**config.mk**
```make
export PLATFORM = sky130hd
export DESIGN_NAME = frac_ext_regs
export DESIGN_NICKNAME = d
export VERILOG_FILES = /design/src/inc/frac_ext_pkg.sv /design/src/design/frac_ext_regs.sv
export SDC_FILE = /design/constraint.sdc
export NUM_CORES = 1
export LEC_CHECK = 0
export BUFFER_PORTS_ARGS = -buffer_cell sky130_fd_sc_hd__buf_2
export CELL_PAD_IN_SITES_DETAIL_PLACEMENT = 0
export CELL_PAD_IN_SITES_GLOBAL_PLACEMENT = 1
export CORE_UTILIZATION = 42
export CTS_BUF_LIST = sky130_fd_sc_hd__clkbuf_8
export DETAILED_ROUTE_END_ITERATION = 12
export GPL_TIMING_DRIVEN = 0
export PLACE_DENSITY = 0.9
export SETUP_SLACK_MARGIN = 0.15
export SKIP_LAST_GASP = 1
export SLEW_MARGIN = 20
export SYNTH_ARGS = -nofsm -noshare
export SYNTH_HDL_FRONTEND = slang
export SYNTH_SLANG_ARGS = --single-unit
```
**constraint.sdc**
```tcl
create_clock -name clk_sys_i -period 1.33 [get_ports clk_sys_i]
set_input_delay 0 -clock clk_sys_i [delete_from_list [all_inputs] [get_ports clk_sys_i]]
set_output_delay 0 -clock clk_sys_i [all_outputs]
set_load 0.01 [all_outputs]
```
**src/inc/frac_ext_pkg.sv**
```systemverilog
// package for the fraction extension and loop tuning word bank
// assumes a 24-bit programming word is delivered already latched with a strobe
package frac_ext_pkg;

  // ************************************************************
  // word layout
  // ************************************************************
  localparam int unsigned WORD_W = 24;
  localparam int unsigned CTRL_LSB = 0;
  localparam int unsigned CTRL_W = 4;
  localparam logic [3:0] CTRL_EXT = 4'hD;
  localparam logic [3:0] CTRL_TUNE = 4'hF;
  localparam logic [3:0] CTRL_WIDTH = 4'hB;
  // extension word fields
  localparam int unsigned NUM_EXT_LSB = 4;
  localparam int unsigned DEN_EXT_LSB = 14;
  localparam int unsigned EXT_W = 10;
  // tuning word fields
  localparam int unsigned TRIM_LSB = 5;
  localparam int unsigned TRIM_W = 3;
  localparam int unsigned BOOST_LSB = 10;
  localparam int unsigned BOOST_W = 2;
  localparam int unsigned DITHER_SELECT_LSB = 18;
  localparam int unsigned DITHER_SELECT_W = 2;
  // denominator width select sits in the mode control word
  localparam int unsigned WIDTH_SEL_BIT = 14;
  // fraction widths
  localparam int unsigned LOW_W = 12;
  localparam int unsigned FRAC_W = 22;

  // ************************************************************
  // field codes
  // ************************************************************
  localparam logic [2:0] TRIM_MIN = 3'h2;
  localparam logic [2:0] TRIM_MAX = 3'h3;
  localparam logic [2:0] TRIM_NOM = 3'h7;
  localparam logic [1:0] BOOST_DOUBLE = 2'h2;
  localparam logic [1:0] BOOST_OFF = 2'h3;
  localparam logic [1:0] DITHER_SELECT_ON = 2'h0;
  localparam logic [1:0] DITHER_SELECT_OFF = 2'h3;

  // ************************************************************
  // reset values, chosen safe
  // ************************************************************
  localparam logic [9:0] EXT_RST = 10'h000;
  localparam logic [2:0] TRIM_RST = 3'h7;
  localparam logic [1:0] BOOST_RST = 2'h3;
  localparam logic [1:0] DITHER_SELECT_RST = 2'h3;
  localparam logic WIDTH_RST = 1'b0;

  // trim decode state
  typedef enum logic [1:0]
  {
    TRIM_S_NOM = 2'b00,
    TRIM_S_MIN = 2'b01,
    TRIM_S_MAX = 2'b10,
    TRIM_S_RSV = 2'b11
  } trim_mode_type;

  // stored tuning fields
  typedef struct packed
  {
    logic [2:0] trim;
    logic [1:0] boost;
    logic [1:0] dither_select;
  } tune_fields_type;

  // effective fraction outputs
  typedef struct packed
  {
    logic [21:0] num;
    logic [21:0] den;
  } fraction_type;

endpackage

```
**src/design/frac_ext_regs.sv**
```systemverilog
// fraction extension and loop tuning word bank of the synthesizer
// assumes word_i/word_load_i come from the serial shifter on clk_sys_i,
// and low numerator/denominator fields come from other words on this clock
// assumes fastlock_active_i is made by loop logic on the same clock
// words for other banks share the port and are ignored here by code
// reserved field codes are stored as written; boost and dither ones decode to off, trim ones to a reserved mode
// fraction and tuning outputs follow a word two clocks after it is taken, the width select output one clock
//
// Overview of operation
// - width select 0: 12-bit numerator, low only
// - width select 1: numerator = extension above low
// - width select 0: 12-bit denominator, extension ignored
// - width select 1: denominator = extension above low
// - trim codes 2 min, 3 max, 7 nominal
// - boost code 2 doubles pump in fastlock
// - boost has no effect outside fastlock
// - dither code 0 enables, 3 disables
// - width bit in mode word; 4095 or 4194303
`timescale 1ns/1ps

module frac_ext_regs
(
  // clock and reset
  input wire logic clk_sys_i,
  input wire logic arst_n_i,
  // latched programming word
  input wire logic [23:0] word_i,
  input wire logic word_load_i,
  // low fields held in other words
  input wire logic [11:0] numerator_low_field_i,
  input wire logic [11:0] denominator_low_field_i,
  // loop status
  input wire logic fastlock_active_i,
  // effective fraction to the modulator
  output logic [21:0] fraction_numerator_o,
  output logic [21:0] fraction_denominator_o,
  output logic denominator_width_select_o,
  // tuning controls
  output logic [1:0] pump_trim_mode_o,
  output logic pump_current_double_o,
  output logic dither_enable_o
);

  // ************************************************************
  // state
  // ************************************************************
  // captured fields, written only by words that carry their code
  logic [9:0] numerator_extension_reg; // upper numerator bits
  logic [9:0] numerator_extension_next;
  logic [9:0] denominator_extension_reg; // upper denominator bits
  logic [9:0] denominator_extension_next;
  logic width_sel_reg; // denominator width select
  logic width_sel_next;
  frac_ext_pkg::tune_fields_type tune_reg; // stored tuning fields
  frac_ext_pkg::tune_fields_type tune_next;
  // output flops, one clock behind the captured fields
  frac_ext_pkg::fraction_type frac_reg; // registered effective fraction
  frac_ext_pkg::fraction_type frac_next;
  logic [1:0] trim_mode_reg; // decoded trim mode
  logic [1:0] trim_mode_next;
  logic double_reg; // pump doubling output
  logic double_next;
  logic dither_reg; // dither enable output
  logic dither_next;
  // combinational decode of the stored trim code
  frac_ext_pkg::trim_mode_type trim_dec; // trim decode

  // builds a fraction from extension and low field per width select
  // in narrow mode the upper bits read as zero, so a stale extension
  // left from an earlier wide setting never reaches the modulator
  function automatic logic [21:0] build_fraction(input logic wide, input logic [9:0] ext,
                                                 input logic [11:0] low);
    logic [21:0] value;
    value = {10'h000, low};
    if (wide)
    begin
      value = {ext, low};
    end
    return value;
  endfunction

  // ************************************************************
  // word capture
  // ************************************************************

  // decode the control nibble and load the matching fields
  // a word with a foreign code leaves every field as it was; there is
  // no error flag, the host simply addresses another bank
  always_comb
  begin
    // hold unless a word for this bank is taken
    numerator_extension_next = numerator_extension_reg;
    denominator_extension_next = denominator_extension_reg;
    width_sel_next = width_sel_reg;
    tune_next = tune_reg;
    if (word_load_i)
    begin
      case (word_i[frac_ext_pkg::CTRL_LSB +: frac_ext_pkg::CTRL_W])
        frac_ext_pkg::CTRL_EXT:
        begin
          // both extensions always travel together in one word
          numerator_extension_next = word_i[frac_ext_pkg::NUM_EXT_LSB +: frac_ext_pkg::EXT_W];
          denominator_extension_next = word_i[frac_ext_pkg::DEN_EXT_LSB +: frac_ext_pkg::EXT_W];
        end
        frac_ext_pkg::CTRL_TUNE:
        begin
          // spare bits of the tuning word are not stored
          tune_next.trim = word_i[frac_ext_pkg::TRIM_LSB +: frac_ext_pkg::TRIM_W];
          tune_next.boost = word_i[frac_ext_pkg::BOOST_LSB +: frac_ext_pkg::BOOST_W];
          tune_next.dither_select = word_i[frac_ext_pkg::DITHER_SELECT_LSB +: frac_ext_pkg::DITHER_SELECT_W];
        end
        frac_ext_pkg::CTRL_WIDTH:
        begin
          // only the width bit of the mode word is kept in this bank
          width_sel_next = word_i[frac_ext_pkg::WIDTH_SEL_BIT];
        end
        // other words belong elsewhere
        default:
        begin
          width_sel_next = width_sel_reg;
        end
      endcase
    end
  end

  // register captured fields
  always_ff @(posedge clk_sys_i or negedge arst_n_i)
  begin
    if (!arst_n_i)
    begin
      // safe settings: narrow fraction, nominal trim, boost and dither off
      numerator_extension_reg <= frac_ext_pkg::EXT_RST;
      denominator_extension_reg <= frac_ext_pkg::EXT_RST;
      width_sel_reg <= frac_ext_pkg::WIDTH_RST;
      tune_reg <= '{trim: frac_ext_pkg::TRIM_RST, boost: frac_ext_pkg::BOOST_RST,
                    dither_select: frac_ext_pkg::DITHER_SELECT_RST};
    end
    else
    begin
      // take the decoded next values
      numerator_extension_reg <= numerator_extension_next;
      denominator_extension_reg <= denominator_extension_next;
      width_sel_reg <= width_sel_next;
      tune_reg <= tune_next;
    end
  end

  // ************************************************************
  // effective controls
  // ************************************************************

  // trim decode, reserved codes flagged
  // codes 0, 1, 4, 5 and 6 are reserved; they show as a mode of their
  // own so the pump logic can tell them from a real setting
  always_comb
  begin
    case (tune_reg.trim)
      frac_ext_pkg::TRIM_MIN: trim_dec = frac_ext_pkg::TRIM_S_MIN;
      frac_ext_pkg::TRIM_MAX: trim_dec = frac_ext_pkg::TRIM_S_MAX;
      frac_ext_pkg::TRIM_NOM: trim_dec = frac_ext_pkg::TRIM_S_NOM;
      default: trim_dec = frac_ext_pkg::TRIM_S_RSV;
    endcase
  end

  // compute next output values
  // the low fields and fastlock status are sampled here, so they reach
  // the ports one clock after they change; a word reaches them in two
  always_comb
  begin
    frac_next.num = build_fraction(width_sel_reg, numerator_extension_reg,
                                   numerator_low_field_i);
    frac_next.den = build_fraction(width_sel_reg, denominator_extension_reg,
                                   denominator_low_field_i);
    trim_mode_next = trim_dec;
    // doubling only during fastlock
    // reserved boost codes fall through as no doubling
    double_next = fastlock_active_i && (tune_reg.boost == frac_ext_pkg::BOOST_DOUBLE);
    // dither only on code 0
    // reserved codes 1 and 2 leave dithering off
    dither_next = (tune_reg.dither_select == frac_ext_pkg::DITHER_SELECT_ON);
  end

  // register outputs
  always_ff @(posedge clk_sys_i or negedge arst_n_i)
  begin
    if (!arst_n_i)
    begin
      // quiet outputs while reset is held
      frac_reg <= '0;
      trim_mode_reg <= 2'h0;
      double_reg <= 1'b0;
      dither_reg <= 1'b0;
    end
    else
    begin
      // every output flop reloads on each clock
      frac_reg <= frac_next;
      trim_mode_reg <= trim_mode_next;
      double_reg <= double_next;
      dither_reg <= dither_next;
    end
  end

  // drive ports from flops
  // no logic stands between a flop and its port
  assign fraction_numerator_o = frac_reg.num;
  assign fraction_denominator_o = frac_reg.den;
  assign denominator_width_select_o = width_sel_reg;
  assign pump_trim_mode_o = trim_mode_reg;
  assign pump_current_double_o = double_reg;
  assign dither_enable_o = dither_reg;

endmodule

```
Word level (Yosys, flattened, before mapping)
Index checks and enable logic that the tools add are counted.
{ "word_totals": {"ff_bits": 76, "in_bits": 52, "output_inout_bits": 49, "elab_cells": 26} }
{ "op_classes": {"n_eq_ne": 7, "n_mux": 3, "reduce_logical": 5} }
{ "op_table": {"columns": ["operator", "n"], "rows": [
  ["two-way mux 22 bit", 2],
  ["== test 4 bit (second input constant)", 3],
  ["== test 3 x 2 -> 1 bit (second input constant)", 2],
  ["case mux 2 bit (3 select lines)", 1],
  ["AND reduction 2 bit", 3],
  ["== test 3 bit (second input constant)", 1],
  ["== test 2 bit (second input constant)", 1],
  ["logical NOT 2 bit", 1],
  ["logical AND 1 bit", 1]
]} }

Logic depth before layout (Yosys ltp)
{ "depth": {"word_depth": 2, "ltp_mapped": 4, "ltp_nobuf": 3} }

Worst setup path after synthesis
OpenSTA, ideal clock, no wires.
{ "synth_timing": {"kind": "input port to flip-flop", "from": "input port word_load_i", "to": "register denominator_extension_reg[0]", "setup_ns": 0.125, "arrival_time_ns": 0.818, "t_required_ns": 1.205, "path_slack_ns": 0.387, "path_stages": 4, "path_buffers": 1, "cell_sequence": "nand3_2 > nor3b_2 > buf_6 > mux2_2"} }
{ "synth_via": {"elab_chain_len": 1} }
{ "synth_rtl": {"columns": ["item", "line_no", "text"], "rows": [
  ["start, declared", "frac_ext_regs.sv:28", "input wire logic word_load_i,"],
  ["AND reduction 2 bit (no source line)", null, null],
  ["end signal, assigned", "frac_ext_regs.sv:133", "denominator_extension_reg <= frac_ext_pkg::EXT_RST;"],
  ["end signal, assigned", "frac_ext_regs.sv:142", "denominator_extension_reg <= denominator_extension_next;"],
  ["end, declared", "frac_ext_regs.sv:50", "logic [9:0] denominator_extension_reg;"]
]} }
Every way passes these cells.
A chain may end at the register's enable or synchronous reset.

==> results.md <==
- Hold/Removal Path Class: in -> reg
- Synth top area cells: dfrtp_1 70%, mux2_2 12%, dfstp_2 7.5%, and2_1 5.1%, buf_6 0.92%
- Initial antenna violation count: 0
- Die area: 6140 sq um
- Highest clock rate: between 1 and 1.5 GHz
- Placed insts: 313
- DP Area: ~3100 sq um
- Leakage: 0.00186 uW
- 1st-iter DRT viols: 42
- RSZ-0062 raised after global routing: false
- CP Data Arrival Time: 1270 ps
- Yosys cell types: 14
- Wire per inst: 13.0 um
- Total power: 5640 uW
- Area of the multi-input gates: 509 sq um
- Via count: between 1500 and 2000
- Final instance area: 3750 sq um
- Post-synthesis async set-or-reset flop share: 100%
- Clk_lat worst skew: 330 ps
- Input/output buffers: 100
- Starting Density: 44.0%
- Die Height: 78.4 um
- GP Congestion: 0.702
- Die Width: 78.4 um
- Num Clock Sinks: between 70 and 80
- Number of maximum-capacitance violations: 0
- Setup bufs post-CTS: 0
- Period utilization: 75.0%
- Crit-path max FO: 10
- Final setup viols: 0
- Global router's overall resource usage: between 15 and 20%
- Met3 usage: 4.77%
- # fillers: 403
- Final ANT Viol Nets: 0
- Critical path type: reg -> reg
- Peak supply drop: 0.780 mV
- PD cells: ~1500 nW/um^2
- Max_slew headroom: between 70% and 80%
- Global-route wire length before repair: about 7900 um
- Post-synth top flop: dfrtp_1
- Standard-cell rows: 27
- Min cycle time layout: 997 ps
- Grt ovf: 0
- DRC Markers: 0
- Vias per cell: 4.29
- Net count after synthesis: roughly 190
- Mapped Cells: 140
- Largest net degree at the start of global routing: 50
- Crit. End Element: flip-flop
- Yosys top cell area share: between 70% and 80%
- Met1 usage: between 20% and 30%
- CTS tree: built
- Ys Warns: 0
- GR Layer Usage met2: 30.5%
- Vias in the first global route: 1673
- Hold_buf cts: 46
- Slew of the pin with the lowest slew margin: 402 ps
- Sequential area share after synthesis: 78.0%
- Fin. Hold Viols: 0
- CTS Buf Count: 9
- Pre-antenna DRT Iters: 3
- Total Wirelength: 4850 um
- Htree depth: 3
- Status: complete, no violations
- CP required: 1600 ps
- Layout cell share with drive strength beyond 1: between 50 and 60%
- Antenna Cells: 0
- Synth cell count leaders: 69 x dfrtp_1, 27 x mux2_2, 20 x and2_1
- Post-layout util: 67.4%
- Clock transition at the registers of the reported paths: 70 ps
- GRT busiest layer: met2
- Worst clock skew: roughly 6.3 ps
- Cell Area, Synth: approximately 2400 sq um
- Post-synth EDFFs: 0
- Top Ports: roughly 100
- Finished Layout Cells: 374
- Element type at the critical path start: flip-flop
- Syn Area/Cell: 17.5 sq um
- CTS Root Cell: clkbuf_8
- Sequential cell area: 1910 sq um
- Post-Place Worst Slack: 179 ps
- Count leader, synth: dfrtp_1
- Final setup margin: 333 ps
- Area Overhead vs Synth: 53.3%
- Core Footprint: 5570 sq um
- Final Net Count: 350
- Dominant cell type by area after synthesis: dfrtp_1
- Longest Clk Path Bufs: 2
- Final slew viol count: 0
- Total of cells resized after clock tree synthesis: 0
- Synthesized flop and latch total: 76
- Final HPWL from detailed placement: 3050 um
## worst max-delay path, stage by stage, from the launching register on
cell      delay [ps]
dfrtp_1          390
clkbuf_1         350
and2_1           190
## final timing paths
path	startpoint	endpoint	slack (ps)	cells past startpoint
worst max-delay path	denominator_width_select_o	fraction_numerator_o[17]	330	2
worst min-delay path	word_i[2]	denominator_width_select_o	60	3
worst max register to register	denominator_width_select_o	fraction_numerator_o[17]	330	2
worst min register to register	tune_reg[4]	pump_trim_mode_o[0]	470	1
max in group asynchronous	arst_n_i	fraction_denominator_o[10]	660	3
min in group asynchronous	arst_n_i	numerator_extension_reg[7]	130	2
## placed cells by master, fill, tap and decap left out, types with 2 or more instances in the layout
master,count
clkbuf_8,11
dfstp_2,7
clkbuf_1,2
dfrtp_1,69
and2_1,20
buf_2,99
dlygate4sd3_1,46
nor2_1,2
buf_6,2
bufinv_16,2
nand2_1,5
mux2_2,27
## per-stage QoR
stage	setup TNS (ps)	hold slack, ps
6_report	0	60.9
5_1_grt	0	66.3
4_1_cts	0	39.0
3_5_place_dp	0	-52.1
3_3_place_gp	-9790	108
2_1_floorplan	0	-296
## logic make-up (layout without fill, tap and decap cells)
kind of cell	count (synthesis)	count (layout)	share of synthesized area, %
buffers and inverters	4	166	1.23
xor gates and xnor gates	1	1	0.358
muxes	28	28	12.9
DFF	76	76	78.0
and+or+nand+nor	31	31	7.56
## final cells by class
type | count | share of cell area [%]
Sequential cell | 76 | 50.9
Timing Repair Buffer | 147 | 26.4
Clock buffer | 11 | 4.03
Multi-Input combinational cell | 60 | 13.6
Buffer | 4 | 0.800
Clock inverter | 4 | 1.93
Tap cell | 72 | 2.40
## report_power, final
part | total, uW | leakage [uW] | internal (uW) | switching, uW
combinational | 861 | 0.000827 | 489 | 373
clock | 1930 | 0.000111 | 1150 | 780
sequential | 2850 | 0.000923 | 2710 | 138
## routing by layer
metal | wire length [um] | up-vias | share of wire, %
met4 | 48 | 0 | 0.99
li1 | - | 771 | -
met1 | 2030 | 766 | 42
met2 | 2460 | 66 | 51
met3 | 311 | 3 | 6.4
met5 | 0 | - | 0
(Power assumes the default switching activity.)
